### src/hw/rdp_pkg.sv
/*
 * package for the rom/debug protection control block: register offsets,
 * lock codes, reset values, flash sequencer states and carrier structs.
 * assumes a 32-bit apb master; byte addresses are word aligned.
 */
package rdp_pkg;

    // ************************************************************
    // register map (byte offsets)
    // ************************************************************
    localparam logic [11:0] RDP_ROM_PROT_OFF = 12'h500;
    localparam logic [11:0] RDP_ROM_LOCK_OFF = 12'h504;
    localparam logic [11:0] RDP_DBG_MODE_OFF = 12'h510;
    localparam logic [11:0] RDP_DBG_LOCK_OFF = 12'h514;
    localparam logic [11:0] RDP_STATUS_OFF = 12'h518;
    localparam logic [11:0] RDP_FLASH_CMD_OFF = 12'h51C;

    // ************************************************************
    // fields, codes, reset values
    // ************************************************************
    localparam int RDP_EN_BIT = 0;
    localparam logic [31:0] RDP_ROM_LOCK_CODE = 32'h0000_003D;
    localparam logic [31:0] RDP_DBG_LOCK_CODE = 32'h0000_00C5;
    localparam logic RDP_ROM_EN_RST = 1'b1;
    localparam logic RDP_DBG_OFF_RST = 1'b1;
    localparam logic [31:0] RDP_LOCK_READ_VAL = 32'h0000_0000;
    // flash command codes written to the command register
    localparam logic [1:0] RDP_CMD_SET_BLOCKS = 2'h1;
    localparam logic [1:0] RDP_CMD_RELEASE = 2'h2;
    localparam int RDP_NUM_BLOCKS = 4;
    // flash erase duration in cycles (arbitrary model value)
    localparam logic [7:0] RDP_ERASE_CYCLES = 8'h10;

    typedef enum logic [1:0]
    {
        RDP_FL_IDLE = 2'b00,
        RDP_FL_ERASE = 2'b01,
        RDP_FL_CLEAR = 2'b11
    } rdp_fl_state_t;

    typedef struct packed
    {
        logic rom_prot;
        logic dbg_prot;
        logic flash_prot;
        logic erasing;
    } rdp_status_t;

    typedef struct packed
    {
        logic wr;
        logic [11:0] addr;
        logic [31:0] data;
        logic from_rom;
    } rdp_wreq_t;

endpackage : rdp_pkg

### src/hw/rdp_lock_reg.sv
/*
 * one protect bit with a pending copy that takes effect only when the
 * matching lock code is written. assumes writes already qualified.
 */
module rdp_lock_reg
(
    input wire logic clk,
    input wire logic rst,
    input wire logic keep_on_reset,
    input wire logic rst_val,
    input wire logic wr_bit,
    input wire logic wr_lock,
    input wire logic [31:0] wdata,
    input wire logic [31:0] code,
    input wire logic force_clr,
    output logic pend_q,
    output logic live_q
);
    import rdp_pkg::*;

    logic do_reset;
    assign do_reset = rst & ~keep_on_reset;

    always_ff @(posedge clk)
    begin
        if (do_reset)
            pend_q <= rst_val;
        else if (force_clr)
            pend_q <= 1'b0;
        else if (wr_bit)
            pend_q <= wdata[RDP_EN_BIT];
    end

    // value moves to the live bit only on an exact code
    always_ff @(posedge clk)
    begin
        if (do_reset)
            live_q <= rst_val;
        else if (force_clr)
            live_q <= 1'b0;
        else if (wr_lock && wdata == code)
            live_q <= pend_q;
    end

endmodule : rdp_lock_reg

### src/hw/rdp_flash_seq.sv
/*
 * flash protect state and release sequencer: with all four blocks protected, erase all, then clear
 * protect bits. assumes commands are pre-qualified by the top.
 */
module rdp_flash_seq
(
    input wire logic clk,
    input wire logic por,
    input wire logic cmd_set,
    input wire logic cmd_rel,
    input wire logic [3:0] blk_mask,
    output logic flash_prot,
    output logic erasing,
    output logic erase_done
);
    import rdp_pkg::*;

    rdp_fl_state_t st_q;
    logic [3:0] blk_q;
    logic [7:0] cnt_q;

    assign flash_prot = &blk_q;
    assign erasing = st_q != RDP_FL_IDLE;
    assign erase_done = st_q == RDP_FL_CLEAR;

    always_ff @(posedge clk)
    begin
        if (por)
            st_q <= RDP_FL_IDLE;
        else
            unique case (st_q)
                RDP_FL_IDLE:
                    if (cmd_rel && flash_prot)
                        st_q <= RDP_FL_ERASE;
                RDP_FL_ERASE:
                    if (cnt_q == RDP_ERASE_CYCLES)
                        st_q <= RDP_FL_CLEAR;
                RDP_FL_CLEAR:
                    st_q <= RDP_FL_IDLE;
                default:
                    st_q <= RDP_FL_IDLE;
            endcase
    end

    always_ff @(posedge clk)
    begin
        if (por || st_q != RDP_FL_ERASE)
            cnt_q <= 8'h00;
        else
            cnt_q <= cnt_q + 8'h01;
    end

    // with all four blocks protected, protect bits clear only after the erase has finished
    always_ff @(posedge clk)
    begin
        if (por)
            blk_q <= 4'h0;
        else if (st_q == RDP_FL_CLEAR)
            blk_q <= 4'h0;
        else if (cmd_rel && !flash_prot && st_q == RDP_FL_IDLE)
            blk_q <= 4'h0;
        else if (cmd_set && st_q == RDP_FL_IDLE)
            blk_q <= blk_q | blk_mask;
    end

endmodule : rdp_flash_seq

### src/hw/rdp_ctrl.sv
/*
 * apb slave for rom data and debug protection control. holds the
 * protect bits, their lock registers, and the flash protect sequencer.
 * assumes por_rst is a synchronous power-on reset, rst an ordinary
 * synchronous reset, and fetch_from_rom is valid during the apb access.
 */
// Local design decisions: the APB slave port and the register offsets.
// Overview of operation
// - rom protect enable resets to one
// - rom protection equals flash protect and enable
// - clear bit, write 0x3D lock to lift
// - set bit, write 0x3D lock to restore
// - protected: only rom-fetched writes change rom regs
// - lock registers are write-only, read zero
// - flash: por only resets; mask: every reset
// - debug disable bit resets to one
// - debug protection equals flash protect and disable
// - clear bit, write 0xC5 lock to lift
// - set bit, write 0xC5 lock to restore
// - protected: only rom-fetched writes change debug regs
// - debug unit blocked while protected
// - flash protect needs all four blocks protected
// - mask: flash protect always in force
// - release erases flash, then clears bits; without all four blocks protected it clears bits at once
// - flash commands ignored under rom protection
// - release while protected initializes whole flash
// - mask: debug bit rewrites have no effect
module rdp_ctrl
(
    input wire logic clk,
    input wire logic rst,
    input wire logic por_rst,
    input wire logic mask_version,
    input wire logic fetch_from_rom,
    input wire logic psel,
    input wire logic penable,
    input wire logic pwrite,
    input wire logic [11:0] paddr,
    input wire logic [31:0] pwdata,
    input wire logic [3:0] pstrb,
    output logic [31:0] prdata,
    output logic pready,
    output logic pslverr,
    output logic rom_protect_q,
    output logic debug_unit_block_q,
    output logic flash_protect_q,
    output logic flash_erase_busy_q
);
    import rdp_pkg::*;

    // ************************************************************
    // bus decode
    // ************************************************************
    rdp_wreq_t req;
    logic access;
    logic full_word;
    logic allowed;
    logic wr_ok;
    logic mapped;
    logic rom_prot;
    logic rom_en_pend;
    logic rom_en_live;
    logic dbg_off_pend;
    logic dbg_off_live;
    logic flash_prot_raw;
    logic flash_prot;
    logic erasing;
    logic erase_done;
    logic por_any;
    rdp_status_t status;
    logic [31:0] rdata_d;

    function automatic logic hit(input logic [11:0] a, input logic [11:0] o);
        hit = a == o;
    endfunction : hit

    assign access = psel & penable;
    assign full_word = pstrb == 4'hF;
    assign req.wr = access & pwrite & ~pready;
    assign req.addr = paddr;
    assign req.data = pwdata;
    assign req.from_rom = fetch_from_rom;
    assign mapped = hit(paddr, RDP_ROM_PROT_OFF) |
        hit(paddr, RDP_ROM_LOCK_OFF) | hit(paddr, RDP_DBG_MODE_OFF) |
        hit(paddr, RDP_DBG_LOCK_OFF) | hit(paddr, RDP_STATUS_OFF) |
        hit(paddr, RDP_FLASH_CMD_OFF);

    // protected state gates writes to origin in rom
    assign allowed = ~rom_prot | req.from_rom;
    // narrow writes are refused with an error
    assign wr_ok = req.wr & full_word & allowed;

    // ************************************************************
    // protection state
    // ************************************************************
    assign por_any = por_rst | (rst & mask_version);

    rdp_flash_seq u_flash
    (
        .clk(clk),
        .por(por_any),
        .cmd_set(wr_ok & hit(req.addr, RDP_FLASH_CMD_OFF) &
            (req.data[1:0] == RDP_CMD_SET_BLOCKS) & ~mask_version &
            ~rom_prot),
        .cmd_rel(wr_ok & hit(req.addr, RDP_FLASH_CMD_OFF) &
            (req.data[1:0] == RDP_CMD_RELEASE) & ~mask_version &
            ~rom_prot),
        .blk_mask(req.data[7:4]),
        .flash_prot(flash_prot_raw),
        .erasing(erasing),
        .erase_done(erase_done)
    );

    // mask parts are always flash protected; flash needs all blocks
    assign flash_prot = mask_version | flash_prot_raw;

    rdp_lock_reg u_rom_bit
    (
        .clk(clk),
        .rst(por_any | rst),
        .keep_on_reset(~por_any),
        .rst_val(RDP_ROM_EN_RST),
        .wr_bit(wr_ok & hit(req.addr, RDP_ROM_PROT_OFF)),
        .wr_lock(wr_ok & hit(req.addr, RDP_ROM_LOCK_OFF)),
        .wdata(req.data),
        .code(RDP_ROM_LOCK_CODE),
        .force_clr(1'b0),
        .pend_q(rom_en_pend),
        .live_q(rom_en_live)
    );

    // debug bits cannot be rewritten on mask parts
    rdp_lock_reg u_dbg_bit
    (
        .clk(clk),
        .rst(por_any | rst),
        .keep_on_reset(~por_any),
        .rst_val(RDP_DBG_OFF_RST),
        .wr_bit(wr_ok & hit(req.addr, RDP_DBG_MODE_OFF) &
            ~mask_version),
        .wr_lock(wr_ok & hit(req.addr, RDP_DBG_LOCK_OFF) &
            ~mask_version),
        .wdata(req.data),
        .code(RDP_DBG_LOCK_CODE),
        .force_clr(1'b0),
        .pend_q(dbg_off_pend),
        .live_q(dbg_off_live)
    );

    assign rom_prot = flash_prot & rom_en_live;

    // ************************************************************
    // outputs
    // ************************************************************
    always_ff @(posedge clk)
    begin
        if (por_rst)
        begin
            rom_protect_q <= 1'b1;
            debug_unit_block_q <= 1'b1;
            flash_protect_q <= 1'b0;
            flash_erase_busy_q <= 1'b0;
        end
        else
        begin
            rom_protect_q <= rom_prot;
            debug_unit_block_q <= flash_prot & dbg_off_live;
            flash_protect_q <= flash_prot;
            flash_erase_busy_q <= erasing;
        end
    end

    assign status.rom_prot = rom_prot;
    assign status.dbg_prot = flash_prot & dbg_off_live;
    assign status.flash_prot = flash_prot;
    assign status.erasing = erasing;

    always_comb
    begin
        rdata_d = 32'h0000_0000;
        if (hit(paddr, RDP_ROM_PROT_OFF))
            rdata_d[RDP_EN_BIT] = rom_en_pend;
        else if (hit(paddr, RDP_DBG_MODE_OFF))
            rdata_d[RDP_EN_BIT] = dbg_off_pend;
        else if (hit(paddr, RDP_STATUS_OFF))
            rdata_d[3:0] = status;
        else
            rdata_d = RDP_LOCK_READ_VAL;
    end

    // one wait state: pready rises on the second access cycle
    always_ff @(posedge clk)
    begin
        if (rst || por_rst)
        begin
            pready <= 1'b0;
            pslverr <= 1'b0;
            prdata <= 32'h0000_0000;
        end
        else if (access && !pready)
        begin
            pready <= 1'b1;
            pslverr <= ~mapped | (pwrite & ~full_word);
            prdata <= pwrite ? 32'h0000_0000 : rdata_d;
        end
        else
        begin
            pready <= 1'b0;
            pslverr <= 1'b0;
            prdata <= 32'h0000_0000;
        end
    end

    // ************************************************************
    // checks
    // ************************************************************
    // outputs still show their reset value one edge after power-on reset
    chk_rom_prot_def: assert property (
        @(posedge clk) disable iff (por_rst)
        !$past(por_rst) |-> rom_protect_q == $past(flash_prot & rom_en_live))
        else $error("rom protect output mismatch");

    chk_dbg_block: assert property (
        @(posedge clk) disable iff (por_rst) !$past(por_rst) |->
        debug_unit_block_q == $past(flash_prot & dbg_off_live))
        else $error("debug block output mismatch");

    chk_mask_flash: assert property (
        @(posedge clk) disable iff (por_rst)
        mask_version |-> flash_prot)
        else $error("mask part not flash protected");

    chk_no_prot_flash: assert property (
        @(posedge clk) disable iff (por_rst)
        !flash_prot |-> !rom_prot && !status.dbg_prot)
        else $error("protection without flash protect");

    chk_por_values: assert property (
        @(posedge clk)
        por_rst |=> rom_en_live && dbg_off_live)
        else $error("protect bits not set after reset");

    chk_mask_reset: assert property (
        @(posedge clk)
        (rst && mask_version) |=> rom_en_live && dbg_off_live)
        else $error("mask part kept bits over reset");

    chk_rst_keeps: assert property (
        @(posedge clk) disable iff (por_rst)
        (rst && !mask_version && !access) |=>
        $stable(rom_en_live) && $stable(dbg_off_live))
        else $error("ordinary reset changed protect bits");

    // ************************************************************
    // lock and origin checks
    // ************************************************************

    chk_bad_code: assert property (
        @(posedge clk) disable iff (rst | por_rst)
        (wr_ok && hit(paddr, RDP_ROM_LOCK_OFF) &&
        pwdata != RDP_ROM_LOCK_CODE) |=> $stable(rom_en_live))
        else $error("wrong rom code changed state");

    chk_bad_dbg_code: assert property (
        @(posedge clk) disable iff (rst | por_rst)
        (wr_ok && hit(paddr, RDP_DBG_LOCK_OFF) &&
        pwdata != RDP_DBG_LOCK_CODE) |=> $stable(dbg_off_live))
        else $error("wrong debug code changed state");

    chk_good_rom_code: assert property (
        @(posedge clk) disable iff (rst | por_rst)
        (wr_ok && hit(paddr, RDP_ROM_LOCK_OFF) &&
        pwdata == RDP_ROM_LOCK_CODE) |=> rom_en_live == $past(rom_en_pend))
        else $error("rom code not applied");

    chk_good_code: assert property (
        @(posedge clk) disable iff (rst | por_rst)
        (wr_ok && !mask_version && hit(paddr, RDP_DBG_LOCK_OFF) &&
        pwdata == RDP_DBG_LOCK_CODE) |=> dbg_off_live == $past(dbg_off_pend))
        else $error("debug code not applied");

    chk_origin_gate: assert property (
        @(posedge clk) disable iff (rst | por_rst)
        (req.wr && rom_prot && !fetch_from_rom) |=>
        $stable(rom_en_pend) && $stable(rom_en_live))
        else $error("non-rom write accepted");

    chk_dbg_origin: assert property (
        @(posedge clk) disable iff (rst | por_rst)
        (req.wr && rom_prot && !fetch_from_rom) |=>
        $stable(dbg_off_pend) && $stable(dbg_off_live))
        else $error("non-rom debug write accepted");

    chk_mask_fixed: assert property (
        @(posedge clk) disable iff (por_any)
        mask_version |=> $stable(dbg_off_pend) && $stable(dbg_off_live))
        else $error("mask part debug bit rewritten");

    // ************************************************************
    // flash sequencer checks
    // ************************************************************

    // busy cycles of the current erase, for the length check
    logic [7:0] busy_cnt_q;

    always_ff @(posedge clk)
    begin
        if (por_any || !erasing)
            busy_cnt_q <= 8'h00;
        else
            busy_cnt_q <= busy_cnt_q + 8'h01;
    end

    chk_flash_cmd_gate: assert property (
        @(posedge clk) disable iff (rst | por_rst)
        (rom_prot && !erasing && req.wr && hit(paddr, RDP_FLASH_CMD_OFF))
        |=> !erasing)
        else $error("flash command ran under rom protection");

    chk_clear_after_erase: assert property (
        @(posedge clk) disable iff (por_any)
        (!$past(por_any) && $fell(flash_prot_raw)) |-> $past(erase_done))
        else $error("protect bits cleared before erase");

    // busy spans the full count, its last compare and the clear cycle
    chk_erase_length: assert property (
        @(posedge clk) disable iff (por_any)
        (!$past(por_any) && $fell(erasing)) |->
        busy_cnt_q == RDP_ERASE_CYCLES + 8'h02)
        else $error("erase did not run its full length");

    // ************************************************************
    // bus protocol checks
    // ************************************************************

    chk_ready_pulse: assert property (
        @(posedge clk) disable iff (rst | por_rst)
        pready |=> !pready)
        else $error("pready held longer than one cycle");

    chk_narrow_error: assert property (
        @(posedge clk) disable iff (rst | por_rst)
        (access && !pready && pwrite && pstrb != 4'hF) |=> pready && pslverr)
        else $error("narrow write not refused");

    chk_lock_read: assert property (
        @(posedge clk) disable iff (rst | por_rst)
        (access && !pwrite && !pready && hit(paddr, RDP_DBG_LOCK_OFF))
        |=> prdata == RDP_LOCK_READ_VAL)
        else $error("lock register read not zero");

    cov_rom_lift: cover property (@(posedge clk) $fell(rom_protect_q));
    cov_dbg_lift: cover property (@(posedge clk) $fell(debug_unit_block_q));
    cov_erase: cover property (@(posedge clk) $rose(flash_erase_busy_q));
    cov_mask_lift: cover property (@(posedge clk)
        mask_version && $fell(rom_protect_q));
    cov_wrong_code: cover property (@(posedge clk)
        wr_ok && hit(paddr, RDP_ROM_LOCK_OFF) && pwdata != RDP_ROM_LOCK_CODE);

endmodule : rdp_ctrl

### config.mk
export PLATFORM = sky130hd
export DESIGN_NAME = rdp_ctrl
export DESIGN_NICKNAME = d
export VERILOG_FILES = /design/src/hw/rdp_pkg.sv /design/src/hw/rdp_lock_reg.sv /design/src/hw/rdp_flash_seq.sv /design/src/hw/rdp_ctrl.sv
export SDC_FILE = /design/constraint.sdc
export NUM_CORES = 1
export LEC_CHECK = 0
export BUFFER_PORTS_ARGS = -buffer_cell sky130_fd_sc_hd__buf_2
export CORE_MARGIN = 2
export CORE_UTILIZATION = 46
export CTS_CLUSTER_DIAMETER = 80
export DETAILED_ROUTE_END_ITERATION = 10
export GPL_ROUTABILITY_DRIVEN = 1
export PLACE_DENSITY = 0.85
export SYNTH_ARGS = -nofsm -noshare
export SYNTH_HDL_FRONTEND = slang
export SYNTH_SLANG_ARGS = --single-unit
### constraint.sdc
create_clock -name clk -period 3.5 [get_ports clk]
set_input_delay 0.525 -clock clk [delete_from_list [all_inputs] [get_ports clk]]
set_output_delay 0.525 -clock clk [all_outputs]
set_load 0.01 [all_outputs]
# Yosys cells after proc, flatten, opt, wreduce, memory -nomap -nowiden
# Index checks and enable logic that the tools add are counted.
# word_totals
reg_bits,56
inputBits,56
out_inout_bits,38
elab_cells,102
# op_classes
n_addsub,1
eq_ne,17
n_mux,7
n_bitwise,41
n_reduce_logical,20
# op_table
operator,count
equality test 12 x 11 -> 1 bit (second input constant),6
equality test 32 x 6 -> 1 bit (second input constant),1
equality test 32 x 8 -> 1 bit (second input constant),1
bitwise AND 1 bit,23
bitwise OR 1 bit,10
adder 8 x 1 -> 8 bit (second input constant),1
equality test 8 x 5 -> 1 bit (second input constant),1
logical AND 1 bit,7
NOT 1 bit,7
!= test 2 x 1 -> 1 bit (second input constant),3
OR reduction 3 bit,2
OR reduction 6 bit,1
equality test 2 x 1 -> 1 bit (second input constant),2
equality test 2 bit (second input constant),2
equality test 4 bit (second input constant),1
two-way mux 2 bit,2
two-way mux 4 bit,1
bitwise OR 4 bit,1
case mux 2 bit (2 select lines),1
AND reduction 4 bit,1
OR reduction 4 bit,1
two-way mux 1 bit,3
zero test 1 bit,2
zero test 2 bit,1
other kinds (4),5

# Depth between registers and ports, before layout
# depth
ltp_word,13
mapped_depth,6
mapped_depth_nobuf,5

# Hierarchy
# Synthesis repeated with hierarchy kept, for this count alone.
# unflattened
cells_unflattened,257
area_unflattened_um2,2240.9
# modules_own_cells
module,n_inst,cells_each,area_each_um2,seq_area_each_um2
rdp_lock_reg,2,52,447.9,60.1
rdp_ctrl,1,88,754.5,200.2
rdp_flash_seq,1,65,590.6,280.3

# Worst setup path after synthesis
# No wires, ideal clock.
# synth_timing
kind,input -> register
from,in paddr[1]
to,reg prdata[0]
setup_time_ns,0.092
arrival_time_ns,2.184
t_required_ns,3.408
slack_ns,1.224
path_stages,5
n_path_buf,0
path_cell_list,or4b_4 or2_1 or4_4 a2bb2oi_1 nor4_1
# synth_between
elab_chain_cells,4
word_cells_on_any_way,6
classes_between,eq/ne: 3; mux: 3
# synth_rtl
item,line,source
start: declaration,rdp_ctrl.sv:38,"input wire logic [11:0] paddr,"
equality test 12 x 11 -> 1 bit,rdp_ctrl.sv:74,hit = a == o;
two-way mux 4 bit,rdp_ctrl.sv:185,"else if (hit(paddr, RDP_STATUS_OFF))"
two-way mux 1 bit,rdp_ctrl.sv:183,"else if (hit(paddr, RDP_DBG_MODE_OFF))"
two-way mux 1 bit (*),rdp_ctrl.sv:181,"if (hit(paddr, RDP_ROM_PROT_OFF))"
end signal: assignment,rdp_ctrl.sv:204,prdata <= pwrite ? 32'h0000_0000 : rdata_d;
end: declaration,rdp_ctrl.sv:41,"output logic [31:0] prdata,"
# Mark *: on every way between the ends. The rest lies on a longest branch, timed or not.
# A chain may end at the register's enable or synchronous reset.

# Final worst setup path
# layout_timing
from,in paddr[1]
to,reg u_flash.blk_q[2]
# layout_between
elab_chain_cells,8
word_cells_on_any_way,12
classes_between,eq/ne: 1; bitwise: 7; reduce/logical: 4
# layout_rtl
item,line,source
equality test 12 x 11 -> 1 bit (*),rdp_ctrl.sv:74,
bitwise AND 1 bit (*),"rdp_ctrl.sv:102, rdp_ctrl.sv:105",
bitwise AND 1 bit,rdp_ctrl.sv:105,".cmd_rel(wr_ok & hit(req.addr, RDP_FLASH_CMD_OFF) &"
bitwise AND 1 bit (2 in series),rdp_ctrl.sv:106,(req.data[1:0] == RDP_CMD_RELEASE) & ~mask_version &
logical AND 1 bit (2 in series),rdp_flash_seq.sv:60,else if (cmd_rel && !flash_prot && st_q == RDP_FL_IDLE)
OR reduction 3 bit (no source line),-,
end signal: assignment,rdp_flash_seq.sv:63,blk_q <= blk_q | blk_mask;
end: declaration,rdp_flash_seq.sv:19,logic [3:0] blk_q;
# Marked as above.

==> flow_summary.yaml <==
setup_path:
  crit_path_end_kind: "flop"
  cp_cell_sequence: "buf_2 -> or4b_4 -> a2111oi_0 -> nand4_1 -> o31ai_1 -> nor2_1"
  reg2reg_depth: 5
  cp_slowest_stage_delay_ns: 0.60
  crit_cells: 6
  r2r_slack_ns: 1.26
  cp-endpoint: "u_flash.blk_q[2]"
  critPathRequiredTime_ns: 3.72
  start_kind: "input pin"
  cpMaxStageDelayCell: "a2111oi_0"
  crit_start: "paddr[1]"
  worstPathArrival_ns: 2.57
  rr_startpoint: "u_flash.blk_q[2]"
  path_delay_family: "compound AO/OA/AOI/OAI gates"
  crit_fanout: 4
  setup.worst_path.class: "input pin to flop"
  crit_buf_inv: 1
  worstReg2RegEnd: "u_flash.blk_q[2]"
yosys:
  synth_flop_cell: "dfxtp_1"
  syn_avg_cell_area_um2: 8.525
  ys_ff_latch: 28
  syn_area_mm2: 0.001509
  yosysTopAreaCellShare_pct: 37.15
  yosysTopAreaCell: "dfxtp_1"
  synth_common_cells: "buf_4, dfxtp_1, nor2_1, a21oi_1, nand3_1"
  synthArstFlopShare_pct: 0
  netlist_instances: 177
  synth_edf_count: 0
  synth_cell_types: 40
  yosysWarnings: 0
  yosysSeqAreaShare_pct: 37.15
  synth.area.top_cells: "dfxtp_1, buf_4, nor2_1"
timing:
  fmaxAchievable_mhz: 425.7
  final_hold_viol_count: 0
  setup_viol_count_final: 0
  slew_viol_final: 0
  min_period_over_period_pct: 67.11
  tightestPinTransition_ns: 0.7469
  relSlewSlack_pct: 49.87
  grt_setup_unrepaired: "no"
  timing.final.crit_period_ns: 2.349
  tns_ns: 0
  clock_skew_ns: 0.002156
routing:
  drtIter0Drc: 36
  drc_errors: 0
  ant_nets: 0
  routed-via-count: 1428
  drt_pass1_iterations: 4
  wl_per_cell_um: 11.32
  routed_wl_um: 3260
  via_per_inst: 4.958
clock_tree:
  clock_latency_ns: 0.33
  cts_tree: "yes"
  hold_buffers: 0
  root_buffer: "clkbuf_4"
  cts_made_buffers: 3
  post-cts-setup-buffer-count: 0
  clk_pin_slew_ns: 0.14
  cts_buffer_depth: 2
  clock-sinks: 28
  htreeDepth: 1
  cts_resized: 0
pwr:
  total_power_mw: 0.6043
  power_density_mw_per_mm2: 330.4
  p_leak_nw: 0.8808
  peakVddDrop_mv: 0.1522
place:
  gp_congestion: 0.8399
  dpl.hpwl_um: 2589
  io_buffers: 65
floorplan:
  ios: 94
  dieHeight_um: 61.28
  initial_utilization_pct: 49.02
  die_area_mm2: 0.003755
  row_count: 20
  die_x_um: 61.28
  core-area_mm2: 0.003078
run:
  maxCapViolCount: 0
final_layout:
  drive_gt1_share_pct: 30.33
  n_antenna_cell: 0
  num-nets-final: 303
  area_delta_synth_final_pct: 21.23
global_route:
  grt_overflow: 0
  antenna_found_initial: 0
  grt_usage_pct: 18.43
  grt_pass1_wl_um: 5264
  grt_pass1_vias: 1308
  grt_max_degree: 17
status:
  status: "completed"
worst_hold_path:
  hold_class: "input pin to flop"
[worst min path at each step]
stage                               to             start  cells after the start  slack [ns]
finish                       prdata[1]            pwrite                      2        0.43
global route                 prdata[1]            pwrite                      2        0.40
CTS                          prdata[1]            pwrite                      2        0.42
detailed placement     u_flash.st_q[1]  u_flash.cnt_q[4]                      2        0.47
global placement       u_flash.st_q[1]  u_flash.cnt_q[4]                      2        0.47
floorplan           debug_unit_block_q  u_dbg_bit.live_q                      1        0.44
[where the power goes]
group          internal (mW)  switching, mW  leakage [nW]
clock                  0.116         0.0932        0.0279
combinational         0.0315         0.0419         0.626
sequential             0.321       0.000612         0.227
[state kept, by name, summed over array words and instances (netlist names), 2 cells and up]
signal and flops:
u_flash.cnt_q 8, prdata 4, u_flash.blk_q 4, u_flash.st_q 2
[metrics by stage]
| step | setup WS [ns] | hold WS [ns] | util [%] | instance area, um2 | instances |
|---|---|---|---|---|---|
| 5_1_grt | 1.020 | 0.4040 | 59.43 | 1829 | 288 |
| 3_5_place_dp | 0.8732 | 0.4651 | 57.72 | 1777 | 284 |
| 2_1_floorplan | 1.224 | 0.4406 | - | 1610 | 204 |
| 3_3_place_gp | 0.8937 | 0.4661 | 57.72 | 1777 | 284 |
| 4_1_cts | 1.164 | 0.4183 | 59.43 | 1829 | 288 |
| 6_report | 1.151 | 0.4268 | 59.43 | 1829 | 288 |
[worst register-to-register path: cells and delay by family (launching register included)]
family | cells | cell delay [ns]
AO/OA/AOI/OAI | 3 | 1.47
AND/OR/NAND/NOR | 2 | 0.31
flip-flops | 1 | 0.36
[cell type report]
type	instances	area, um2
timing repair buffer	65	325.3
clock buffer	3	22.52
fill	282	1249
clock inverter	1	30.03
sequential	28	560.5
tap	44	55.05
multi-input combinational	140	809.5
inverter	7	26.28
[per-layer routing]
metal,part of all wire [%],vias to the layer above,GRT usage [%]
met5,0,-,0
met4,1.3,0,9.317
met3,8.7,6,2.941
met2,49,73,31.31
met1,41,644,22.44
li1,-,705,-
[cells in the final DEF (no fill, tap or decap), drive strengths merged]
cell      n
bufinv    1
buf      65
o31ai     1
a21oi     8
nor4b     1
a311oi    1
and3      4
and3b     1
nand3b    1
inv       7
nor3b     1
xnor2     1
a41o      1
or2       2
nand4b    2
a21o      3
dfxtp    28
o21a      1
a2bb2oi   1
mux2i     3
nand4     7
xor2      5
nand2     5
or4b      1
nor3      4
clkbuf    3
conb     28
a2111oi   2
nor4      9
and4      2
ha        2
nor2     28
or4       2
nand2b    1
and2      3
or3       1
nand3     8
[cell families (layout without fill, tap and decap cells)]
family / Yosys count / in the layout / share of synthesized area [%]
fa+ha+maj: 2 / 2 / 1.658
compound gates: 18 / 18 / 8.127
xor+xnor: 6 / 6 / 3.483
mux: 3 / 3 / 1.990
buf+inv: 36 / 76 / 15.92
other cells: 1 / 28 / 0.2485
flops: 28 / 28 / 37.15
simple gates: 83 / 83 / 31.43
No activity file was read; power rests on OpenSTA's default activity.
